### config.mk
export PLATFORM = sky130hd
export DESIGN_NAME = mixed_io_process_image
export DESIGN_NICKNAME = d
export VERILOG_FILES = /design/src/common/mixed_io_pkg.sv /design/src/rtl/pin_sync.sv /design/src/rtl/mixed_io_process_image.sv
export VERILOG_INCLUDE_DIRS = /design/src /design/src/common
export SDC_FILE = /design/constraint.sdc
export NUM_CORES = 1
export LEC_CHECK = 0
export BUFFER_PORTS_ARGS = -buffer_cell sky130_fd_sc_hd__clkbuf_2
export CORE_ASPECT_RATIO = 1.2
export CORE_UTILIZATION = 30
export CTS_BUF_LIST = sky130_fd_sc_hd__clkbuf_16
export DETAILED_ROUTE_END_ITERATION = 12
export GPL_TIMING_DRIVEN = 0
export PLACE_DENSITY = 0.49
export SYNTH_ARGS = -nofsm -noshare
export SYNTH_HDL_FRONTEND = slang
export SYNTH_SLANG_ARGS = --single-unit
### constraint.sdc
create_clock -name mclk -period 4.8 [get_ports mclk]
set_input_delay 0.24 -clock mclk [delete_from_list [all_inputs] [get_ports mclk]]
set_output_delay 0.24 -clock mclk [all_outputs]
set_load 0.1 [all_outputs]
### src/common/mixed_io_consts.svh
// constants of the mixed input/output process image: object codes, bit positions, codes
`ifndef MIXED_IO_CONSTS_SVH
`define MIXED_IO_CONSTS_SVH

// process-data object codes the controller may select
`define OBJ_NONE 16'h0000
`define OBJ_IN_BYTE 16'h1A00
`define OBJ_IN_BIT 16'h1A01
`define OBJ_MIR_BYTE 16'h1A02
`define OBJ_MIR_BIT 16'h1A03
`define OBJ_ERR 16'h1A04
`define OBJ_DIAG 16'h1A05
`define OBJ_OUT_BYTE 16'h1600
`define OBJ_OUT_BIT 16'h1601

// error byte codes
`define ERR_NONE 8'h00
`define ERR_OVERLOAD 8'h03
`define ERR_VOLTAGE 8'h05
`define ERR_DEVICE 8'h81

// module flag positions in diagnostic byte 1
`define DIAG_LOW_SYS_BIT 0
`define DIAG_LOW_ACT_BIT 1
`define DIAG_SENSOR_SHORT_BIT 2
`define DIAG_ACT_SHORT_BIT 3
`define DIAG_FORCING_BIT 6
`define DIAG_INTERNAL_BIT 7

// fixed content of diagnostic byte 3
`define DIAG_BYTE3_VALUE 8'h00

// image geometry: input byte + mirror byte + error byte + four diagnostic bytes
`define IMAGE_BYTES 7
`define LEN_W 3
`define CHANNELS 8

// output command after reset: all channels off
`define RST_OUT_CMD 8'h00

`endif

### src/common/mixed_io_pkg.sv
// types shared by the mixed input/output process-image logic
`include "mixed_io_consts.svh"

package mixed_io_pkg;

    typedef enum logic {
        FMT_BYTE = 1'b0,
        FMT_BIT = 1'b1
    } format_t;

    typedef enum logic [1:0] {
        MIR_NONE = 2'b00,
        MIR_BYTE = 2'b01,
        MIR_BIT = 2'b10
    } mirror_t;

    typedef enum logic [1:0] {
        ST_IDLE = 2'b00,
        ST_APPLY = 2'b01,
        ST_PUBLISH = 2'b10
    } state_t;

    // mapping request from the controller, as object codes
    typedef struct packed {
        logic [15:0] inObj;
        logic [15:0] mirObj;
        logic errEn;
        logic diagEn;
        logic [15:0] outObj;
    } cfg_t;

    // fault and status levels; chanErr bit0 = X5 A ... bit7 = X8 B
    typedef struct packed {
        logic lowSys;
        logic lowAct;
        logic forcing;
        logic internal;
        logic [7:0] sensorShortSlot;
        logic [7:0] chanErr;
    } fault_t;

    // every pin-side level, synchronised as one bundle
    typedef struct packed {
        logic [7:0] inPins;
        logic [7:0] outFeedback;
        fault_t fault;
    } pins_t;

    typedef logic [`IMAGE_BYTES-1:0][7:0] image_t;

    typedef struct packed {
        image_t img;
        logic [`LEN_W-1:0] len;
    } frame_t;

    // complete state of the process-image core
    typedef struct packed {
        state_t st;
        format_t inFmt;
        mirror_t mir;
        logic errEn;
        logic diagEn;
        format_t outFmt;
        logic [7:0] cmd;
        logic [7:0] chanOut;
        logic [7:0] errCode;
        logic [31:0] diag;
        image_t img;
        logic [`LEN_W-1:0] len;
        logic txValid;
        logic cfgAccept;
        logic cfgReject;
    } core_t;

endpackage

### src/rtl/pin_sync.sv
// two-stage synchroniser for a bundle of pin levels
`timescale 1ns/1ps

module pin_sync #(
    parameter int WIDTH = 1
) (
    // clock, reset, enable
    input wire logic mclk,
    input wire logic rstSync_n,
    input wire logic ce,
    // levels
    input wire logic [WIDTH-1:0] asyncIn,
    output logic [WIDTH-1:0] syncOut
);

    typedef struct packed {
        logic [WIDTH-1:0] stage2;
        logic [WIDTH-1:0] stage1;
    } sync_t;

    sync_t state_q;
    sync_t state_d;

    generate
        if (WIDTH < 1) begin : g_bad_width
            $error("pin_sync needs a width of at least one");
        end
    endgenerate

    // stage1 feeds only stage2, so metastability never reaches logic
    always_comb begin
        state_d = state_q;
        if (ce) begin
            state_d.stage1 = asyncIn;
            state_d.stage2 = state_q.stage1;
        end
    end

    always_ff @(posedge mclk or negedge rstSync_n) begin
        if (!rstSync_n) begin
            state_q <= '0;
        end else begin
            state_q <= state_d;
        end
    end

    assign syncOut = state_q.stage2;

endmodule // pin_sync

### src/rtl/mixed_io_process_image.sv
// process-image core of a mixed 8-input / 8-output field module
//
// Overview of operation
// - controller picks byte or bit input object; both forms report the same input byte
// - byte input: bit0 X1 A, bit1 X1 B, ... bit7 X4 B
// - bit input: same byte as byte input, X1 A in bit0 through X4 B in bit7
// - byte mirror: real output states, bit0 X5 A ... bit7 X8 B
// - bit mirror: same real output byte as byte mirror, X5 A in bit0 through X8 B in bit7, sent inward
// - error byte and diagnostic word are appended when selected
// - error byte zero without fault; short circuit gives bits 0 and 1
// - low system or actuator supply gives error bits 0 and 2
// - forcing or internal fault gives error bits 0 and 7
// - diagnostic byte 1 holds module flags; bits 4 and 5 zero
// - any slot sensor short raises flag; byte 2 holds per-slot flags
// - diagnostic byte 3 zero; byte 4 holds X5..X8 channel errors
// - low actuator and low system supply flags are raised separately
// - any actuator short raises its flag and the overload code
// - internal fault raises its flag and the device error code
// - controller picks byte or bit output object for X5..X8 commands
// - byte output: bit0 drives X5 A ... bit7 drives X8 B
`timescale 1ns/1ps
`include "mixed_io_consts.svh"

module mixed_io_process_image #(
    parameter int CHANNELS = `CHANNELS
) (
    // clock, reset, enable
    input wire logic mclk,
    input wire logic rst_n,
    input wire logic ce,
    // mapping selection from the controller
    input wire logic cfgWrite,
    input wire mixed_io_pkg::cfg_t cfgIn,
    output logic cfgAccept,
    output logic cfgReject,
    // cyclic process data
    input wire logic pdStrobe,
    input wire logic [7:0] outByte,
    input wire logic [7:0] outBitMask,
    output logic txValid,
    output mixed_io_pkg::image_t txImage,
    output logic [`LEN_W-1:0] txLength,
    // live status
    output logic [7:0] errorCode,
    output logic [31:0] diagWord,
    // field pins
    input wire logic [7:0] inPins,
    input wire logic [7:0] outFeedback,
    input wire mixed_io_pkg::fault_t faultPins,
    output logic [7:0] chanOut
);

    ////////////////////////////////////////////////////////////////////////////////
    // elaboration checks and reset release

    generate
        if (CHANNELS != 8) begin : g_bad_channels
            $error("process image supports exactly eight channels per direction");
        end
        // the length field must count up to a full image of every object
        if ((1 << `LEN_W) <= `IMAGE_BYTES) begin : g_bad_length
            $error("length field too narrow for a full image");
        end
    endgenerate

    // reset pipe is not gated by ce, so a frozen block still leaves reset
    logic [1:0] rstPipe_q;
    logic rstSync_n;

    // release is synchronised, assertion stays immediate
    always_ff @(posedge mclk or negedge rst_n) begin
        if (!rst_n) begin
            rstPipe_q <= 2'b00;
        end else begin
            rstPipe_q <= {rstPipe_q[0], 1'b1};
        end
    end

    assign rstSync_n = rstPipe_q[1];

    ////////////////////////////////////////////////////////////////////////////////
    // pin synchronisation

    mixed_io_pkg::pins_t pinsRaw;
    mixed_io_pkg::pins_t pinsSync;

    // all field levels cross together through one synchroniser bundle
    // bits still settle independently, so two levels may show one edge apart
    assign pinsRaw.inPins = inPins;
    assign pinsRaw.outFeedback = outFeedback;
    assign pinsRaw.fault = faultPins;

    pin_sync #(
        .WIDTH($bits(mixed_io_pkg::pins_t))
    ) u_pin_sync (
        .mclk(mclk),
        .rstSync_n(rstSync_n),
        .ce(ce),
        .asyncIn(pinsRaw),
        .syncOut(pinsSync)
    );

    ////////////////////////////////////////////////////////////////////////////////
    // functions

    // sensor short module flag from the per-slot flags
    function automatic logic sensorShortOf(input mixed_io_pkg::fault_t f);
        return |f.sensorShortSlot;
    endfunction

    // actuator short module flag from the channel errors
    function automatic logic actShortOf(input mixed_io_pkg::fault_t f);
        return |f.chanErr;
    endfunction

    // one code only; overload outranks supply, supply outranks device diagnosis
    // coexisting faults show only the strongest; the diagnostic word keeps the detail
    function automatic logic [7:0] errorCodeOf(input mixed_io_pkg::fault_t f);
        logic [7:0] code;
        code = `ERR_NONE;
        if (actShortOf(f) || sensorShortOf(f)) begin
            code = `ERR_OVERLOAD;
        end else if (f.lowSys || f.lowAct) begin
            code = `ERR_VOLTAGE;
        end else if (f.forcing || f.internal) begin
            code = `ERR_DEVICE;
        end
        return code;
    endfunction

    // four diagnostic bytes, byte 1 in the low eight bits
    function automatic logic [31:0] diagOf(input mixed_io_pkg::fault_t f);
        logic [7:0] modFlags;
        // bits 4 and 5 are never written, so they read zero
        modFlags = 8'h00;
        modFlags[`DIAG_LOW_SYS_BIT] = f.lowSys;
        modFlags[`DIAG_LOW_ACT_BIT] = f.lowAct;
        modFlags[`DIAG_SENSOR_SHORT_BIT] = sensorShortOf(f);
        modFlags[`DIAG_ACT_SHORT_BIT] = actShortOf(f);
        modFlags[`DIAG_FORCING_BIT] = f.forcing;
        modFlags[`DIAG_INTERNAL_BIT] = f.internal;
        // byte 2 per-slot shorts, byte 3 fixed, byte 4 channel errors
        return {f.chanErr, `DIAG_BYTE3_VALUE, f.sensorShortSlot, modFlags};
    endfunction

    // decode a requested mirror object; unknown codes flag as invalid
    function automatic logic mirrorValid(input logic [15:0] obj);
        return (obj == `OBJ_NONE) || (obj == `OBJ_MIR_BYTE) || (obj == `OBJ_MIR_BIT);
    endfunction

    // only meaningful for codes that mirrorValid accepted
    function automatic mixed_io_pkg::mirror_t mirrorOf(input logic [15:0] obj);
        mixed_io_pkg::mirror_t m;
        m = mixed_io_pkg::MIR_NONE;
        if (obj == `OBJ_MIR_BYTE) begin
            m = mixed_io_pkg::MIR_BYTE;
        end else if (obj == `OBJ_MIR_BIT) begin
            m = mixed_io_pkg::MIR_BIT;
        end
        return m;
    endfunction

    // concatenate the selected objects in order: input, mirror, error, diagnosis
    function automatic mixed_io_pkg::frame_t packImage(
        input logic [7:0] inB,
        input mixed_io_pkg::mirror_t mir,
        input logic [7:0] mirB,
        input logic errEn,
        input logic [7:0] err,
        input logic diagEn,
        input logic [31:0] dg
    );
        mixed_io_pkg::frame_t fr;
        logic [`LEN_W-1:0] idx;
        fr = '0;
        // input object always leads; byte and bit forms share one bit order
        fr.img[0] = inB;
        idx = `LEN_W'(1);
        // mirror is the real feedback, so a shorted channel shows its true level
        if (mir != mixed_io_pkg::MIR_NONE) begin
            fr.img[idx] = mirB;
            idx = idx + `LEN_W'(1);
        end
        // appendix order is fixed: error byte before the diagnostic bytes
        if (errEn) begin
            fr.img[idx] = err;
            idx = idx + `LEN_W'(1);
        end
        // diagnostic bytes go lowest first, byte 1 leading
        if (diagEn) begin
            for (int k = 0; k < 4; k++) begin
                fr.img[idx] = dg[8*k +: 8];
                idx = idx + `LEN_W'(1);
            end
        end
        fr.len = idx;
        return fr;
    endfunction

    ////////////////////////////////////////////////////////////////////////////////
    // state

    mixed_io_pkg::core_t core_q;
    mixed_io_pkg::core_t core_d;
    mixed_io_pkg::frame_t frame;
    logic cfgOk;
    logic [7:0] nextCmd;

    // mapping request legal only with known object codes for every part
    assign cfgOk = ((cfgIn.inObj == `OBJ_IN_BYTE) || (cfgIn.inObj == `OBJ_IN_BIT))
        && mirrorValid(cfgIn.mirObj)
        && ((cfgIn.outObj == `OBJ_OUT_BYTE) || (cfgIn.outObj == `OBJ_OUT_BIT));

    // byte form replaces all eight commands, bit form only the entries marked present
    // an empty mask in bit form leaves every channel as it was
    always_comb begin
        if (core_q.outFmt == mixed_io_pkg::FMT_BYTE) begin
            nextCmd = outByte;
        end else begin
            nextCmd = (core_q.cmd & ~outBitMask) | (outByte & outBitMask);
        end
    end

    // image built from the status registered one cycle earlier
    assign frame = packImage(pinsSync.inPins, core_q.mir, pinsSync.outFeedback,
        core_q.errEn, core_q.errCode, core_q.diagEn, core_q.diag);

    // next-state logic; ce low holds every field
    always_comb begin
        core_d = core_q;
        if (ce) begin
            core_d.txValid = 1'b0;
            core_d.cfgAccept = 1'b0;
            core_d.cfgReject = 1'b0;
            // status is recomputed each cycle, so a cleared cause clears its flag
            core_d.errCode = errorCodeOf(pinsSync.fault);
            core_d.diag = diagOf(pinsSync.fault);
            // mapping changes only between cycles so an image never mixes two layouts
            if (cfgWrite) begin
                if (cfgOk && core_q.st == mixed_io_pkg::ST_IDLE) begin
                    // both input forms share one bit order, so inFmt only records the choice
                    core_d.inFmt = (cfgIn.inObj == `OBJ_IN_BIT) ?
                        mixed_io_pkg::FMT_BIT : mixed_io_pkg::FMT_BYTE;
                    core_d.mir = mirrorOf(cfgIn.mirObj);
                    core_d.errEn = cfgIn.errEn;
                    core_d.diagEn = cfgIn.diagEn;
                    core_d.outFmt = (cfgIn.outObj == `OBJ_OUT_BIT) ?
                        mixed_io_pkg::FMT_BIT : mixed_io_pkg::FMT_BYTE;
                    core_d.cfgAccept = 1'b1;
                end else begin
                    core_d.cfgReject = 1'b1;
                end
            end
            // sequencer: take the command, let it settle one cycle, then publish
            case (core_q.st)
                mixed_io_pkg::ST_IDLE: begin
                    // strobes outside idle are dropped; the controller paces the cycle
                    if (pdStrobe) begin
                        core_d.cmd = nextCmd;
                        core_d.chanOut = nextCmd;
                        core_d.st = mixed_io_pkg::ST_APPLY;
                    end
                end
                mixed_io_pkg::ST_APPLY: begin
                    // limitation: feedback crosses two flops, so the mirror shows the earlier drive
                    core_d.st = mixed_io_pkg::ST_PUBLISH;
                end
                mixed_io_pkg::ST_PUBLISH: begin
                    core_d.img = frame.img;
                    core_d.len = frame.len;
                    core_d.txValid = 1'b1;
                    core_d.st = mixed_io_pkg::ST_IDLE;
                end
                default: begin
                    core_d.st = mixed_io_pkg::ST_IDLE;
                end
            endcase
        end
    end

    // all-zero reset: idle, byte input, no mirror, no appendix, byte output, outputs off
    // mapping and drive fall back together, so no image of the old layout survives
    always_ff @(posedge mclk or negedge rstSync_n) begin
        if (!rstSync_n) begin
            core_q <= '0;
        end else begin
            core_q <= core_d;
        end
    end

    ////////////////////////////////////////////////////////////////////////////////
    // outputs, each straight from the state register

    assign cfgAccept = core_q.cfgAccept;
    assign cfgReject = core_q.cfgReject;
    assign txValid = core_q.txValid;
    assign txImage = core_q.img;
    assign txLength = core_q.len;
    assign errorCode = core_q.errCode;
    assign diagWord = core_q.diag;
    assign chanOut = core_q.chanOut;

endmodule // mixed_io_process_image

# Word level (Yosys, flattened, before mapping)
# Cells that the tools add are included.
[op_classes]
addsub = 5
n_lt_le_gt_ge = 10
n_eq_ne = 9
muxes = 33
n_bitwise = 6
reduce_logical = 24
[ops]
columns = ["operator", "count"]
rows = [
  ["bitwise mux 56 bit", 4],
  ["demux 8 bit (select 3 bit)", 5],
  ["2-to-1 mux 56 bit", 2],
  ["equality test 16 x 13 -> 1 bit, second input constant", 6],
  ["2-to-1 mux 8 bit", 10],
  ["bitwise AND 56 bit", 1],
  ["NOT 56 bit", 1],
  ["less-than comparator 3 x 4 -> 1 bit, second input constant", 5],
  ["bitwise AND 8 bit", 2],
  ["zero test 16 bit", 1],
  ["OR reduction 8 bit", 2],
  ["adder 3 x 1 -> 3 bit, second input constant", 5],
  [">= comparator 3 x 1 -> 1 bit, second input constant", 5],
  ["2-to-1 mux 2 bit", 5],
  ["logical AND 1 bit", 8],
  ["NOT 8 bit", 1],
  ["bitwise OR 8 bit", 1],
  ["logical OR 1 bit", 7],
  ["2-to-1 mux 3 bit", 2],
  ["AND reduction 3 bit", 2],
  ["2-to-1 mux 1 bit", 4],
  ["one-hot mux 2 bit (2 select lines)", 1],
  ["AND reduction 2 bit", 2],
  ["equality test 2 x 1 -> 1 bit, second input constant", 1],
  ["other kinds (4)", 4],
]
[totals]
ff_bits = 181
input_bits = 107
out_inout_bits = 110
wordCells = 109

# Logic depth before layout (Yosys ltp)
[depth]
ltp_word = 14
mapped_depth = 11

# Cells and area by module
# Synthesis repeated with hierarchy kept, for this count alone.
[unflattened]
hier_cells = 809
area_unflattened_um2 = 9215.1
[modules_own_cells]
columns = ["mod", "instances", "cells_each", "area_each_um2", "seq_area_each_um2"]
rows = [
  ["mixed_io_process_image", 1, 621, 5918.2, 2627.5],
  ["pin_sync", 1, 188, 3296.9, 1801.7],
]

# Least setup slack after synthesis
# No wires, ideal clock.
[synth_timing]
path_type = "register to register"
from = "register core_q[122] in the netlist's numbering"
to = "register core_q, in the netlist txImage[18]"
arrival_ns = 2.353
t_required_ns = 4.723
slack_ns = 2.370
stages_incl_launch_ff = 12
n_path_buf = 4
synth_period_minus_slack_ns = 2.430
path_cell_list = "dfrtp_1 -> or2_2 -> clkbuf_1 -> inv_1 -> ha_1 -> clkbuf_1 -> clkbuf_1 -> buf_1 -> o21bai_1 -> a21oi_1 -> o22ai_1 -> a21oi_1"
[synth_between]
elab_chain_len = 14
elab_cells_between_ends = 40
[synth_lines]
columns = ["element", "line", "text"]
rows = [
  ["start, declared", "mixed_io_process_image.sv:203", "mixed_io_pkg::core_t core_q;"],
  ["start signal, assigned", "mixed_io_process_image.sv:287", "core_q <= core_d;"],
  ["nonzero test 2 bit *", "mixed_io_process_image.sv:180", "if (mir != mixed_io_pkg::MIR_NONE) begin"],
  ["2-to-1 mux 2 bit *", "mixed_io_process_image.sv:180", ""],
  ["branches (longest 11 deep; another with less-than comparator 3 x 4 -> 1 bit)", "-", ""],
  ["2-to-1 mux 56 bit *", "mixed_io_process_image.sv:190", "if (diagEn) begin"],
]
# Mark *: on every way between the ends.
# A chain may end at the register's enable or synchronous reset.

# Worst setup path in the final report
[layout_timing]
from = "register core_q[122] in the netlist's numbering"
to = "register core_q, in the netlist txImage[20]"
# Same word-level chain as after synthesis.

==> metrics.cfg <==
[cells_and_area]
nNetsFinal = 1130
n_fill_cell = 2861
final-instance-count-excl-fill = 1411
area_growth_pct = 25.4
drive_gt1_share_pct = 43.8
diodes = 0

[routing]
drc = 0
wire_per_inst_um = 17.2
drt_iter0_markers = 326
finalWirelength_um = 24200
vias = 6452
antenna_left = 0
firstDrtPassIters = 4
viasPerCell = 4.57

[timing]
finClkSkew_ps = 9.01
slew_viol_final = 0
rsz0062_at_grt = no
fin_crit_ps = 3220
setup_ws_ps = 1580
post-route-period-util_pct = 67.1
max_freq_ghz = 0.311
hold_viol = 0
max_slew.worst_pin.slew_ps = 785
setup_viol = 0
relSlewSlack_pct = 47.1
timing.setup.tns_ps = 0
hold_slack_ps = 25.7

[place]
gp_congestion = 0.892
dp.cells = 1378
pre_cts_slack_ps = 1620
io_buffers = 200
dpl.hpwl_um = 18500

[clocking]
cts.path.max_buffers = 2
htree_num_levels = 4
clock_sinks = 177
cts-root-buf = clkbuf_16
cts_tree = yes
clock_latency_ps = 440
numCtsBuffers = 17
clk_pin_slew_ps = 80
cts_resized = 0

[synth]
ys_seq_elements = 177
ys_async_sr_fraction_pct = 100
netlist_top_cells_count = dfrtp_1, buf_4, mux2_2
yosysUniqueCellTypes = 51
synthFlopType = dfrtp_1
yosysMostFrequentCell = dfrtp_1
synth_cells = 784
synth_area_um2 = 8630
ys_seq_area_share_pct = 51.3
netlist.area_leader.share_pct = 51.3
synth_area_leader_cell = dfrtp_1
synth-edff-count = 0
synthTopCellsByArea = dfrtp_1, mux2_2, buf_4
ys_warn_count = 0
avgSynthCellArea_um2 = 11.0

[global_routing]
grt_antenna_before_repair = 0
grtUsageTotal_pct = 17.0
grt-ovfl-total = 0
grt_pass1_vias = 6586
grt_max_degree = 67
grt_pass1_wl_um = 37500

[critical_path]
slowest_stage = dfrtp_1
critical_path_class = reg -> reg
critPathMaxFanout = 11
crit_chain = or2_2 > clkbuf_1 > inv_1 > ha_1 > clkbuf_1 > clkbuf_1 > buf_1 > nand2_1 > nor3_1 > a22o_1
crit_top_cell = clkbuf_1
startpoint_type = register
critPathMaxStageDelay_ps = 430
cp_data_required_time_ps = 5170
critPathTopFamily = buffers and inverters
critPathCaptureType = register
path_buf_inv = 5
cp.arrival_ps = 3590
reg2reg_slack_ps = 1580

[floorplan]
start_util_pct = 30.7
fp.dieH_um = 188
die_w_um = 157
core_area_um2 = 28100
num_rows = 67
dieArea_um2 = 29400
ios = 217

[flow_run]
maxCapViolCount = 0

[pwr]
power.density_nw_per_um2 = 459
p_leak_nw = 5.18
total_power_mw = 4.97
irDropWorstVdd_mv = 0.344

[hold_path]
holdCritPathClass = in -> reg

[outcome]
status = finished, final reports clean

## power by group
group	switching (mW)	leakage (nW)	internal, mW
Sequential	0.205	2.19	1.69
Combinational	1.21	2.71	0.433
Clock	0.646	0.278	0.783
Total	2.06	5.18	2.91
## sequential cells by signal, summed over array words and instances (netlist names), named ones only
name                cells
rstPipe_q               2
cfgReject               1
errorCode               4
core_q                  7
cfgAccept               1
u_pin_sync.state_q     36
diagWord               22
u_pin_sync.syncOut     36
txImage                56
txLength                3
txValid                 1
## layout by cell type, fill, tap and decap left out, drive strengths merged, types with 6 or more instances in the layout
master    n
o21ai    66
a31oi     7
buf     119
nand3     6
mux2i    19
nor2     23
dfrtp   177
a21oi    29
mux2    100
inv      18
nor2b    12
nor4      9
a21o      8
and2      8
nand2    76
a22o     21
clkbuf  249
conb     15
## final cells by class
type / count / area (µm²) / area share [%]
Sequential cell: 177 / 4430 / 41.0
Multi-Input combinational cell: 459 / 3220 / 29.7
Timing Repair Buffer: 203 / 1070 / 9.85
Buffer: 149 / 983 / 9.09
Tap cell: 379 / 474 / 4.38
Clock buffer: 17 / 425 / 3.93
Clock inverter: 15 / 175 / 1.62
Inverter: 12 / 45.0 / 0.416
## metal layers
layer / up-vias / global-route usage, % / part of all wire (%)
met5: - / 0 / 0
met4: 0 / 4.37 / 1.5
met3: 27 / 3.54 / 4.7
met2: 184 / 29.2 / 50
met1: 3140 / 21.4 / 44
li1: 3101 / - / -
## kinds of logic after synthesis
kind of cell               share of synthesized area, %
DFF                                                51.3
and+or+nand+nor                                    9.50
buffers and inverters                              11.9
AOI/OAI and AO/OA                                  11.3
muxes                                              15.3
adders and majority gates                         0.580
other                                            0.0870
## path summary, 6_finish.rpt
kind	cells after the start	endpoint	start
worst min register to register	0	rstPipe_q[1]	rstPipe_q[0]
worst min-delay path	2	register	outByte[7]
worst max register to register	10	txImage[20]	core_q[122]
min in group asynchronous	2	rstPipe_q[1]	rst_n
worst max-delay path	10	txImage[20]	core_q[122]
max in group asynchronous	1	txImage[44]	rstPipe_q[1]
## what timing repair did
action,4_1_cts,5_1_grt
buffers inserted,0,0
endpoints found under the hold margin,2,0
hold buffers,1,0
## stage by stage
| step | cell area [µm²] | util (%) |
|---|---|---|
| after global placement | 10200 | 36.2 |
| after floorplan | 8680 | - |
| after global routing | 10800 | 38.5 |
| final | 10800 | 38.5 |
| after detailed placement | 10200 | 36.4 |
| after CTS | 10800 | 38.5 |
No activity file was read; power rests on OpenSTA's default activity.
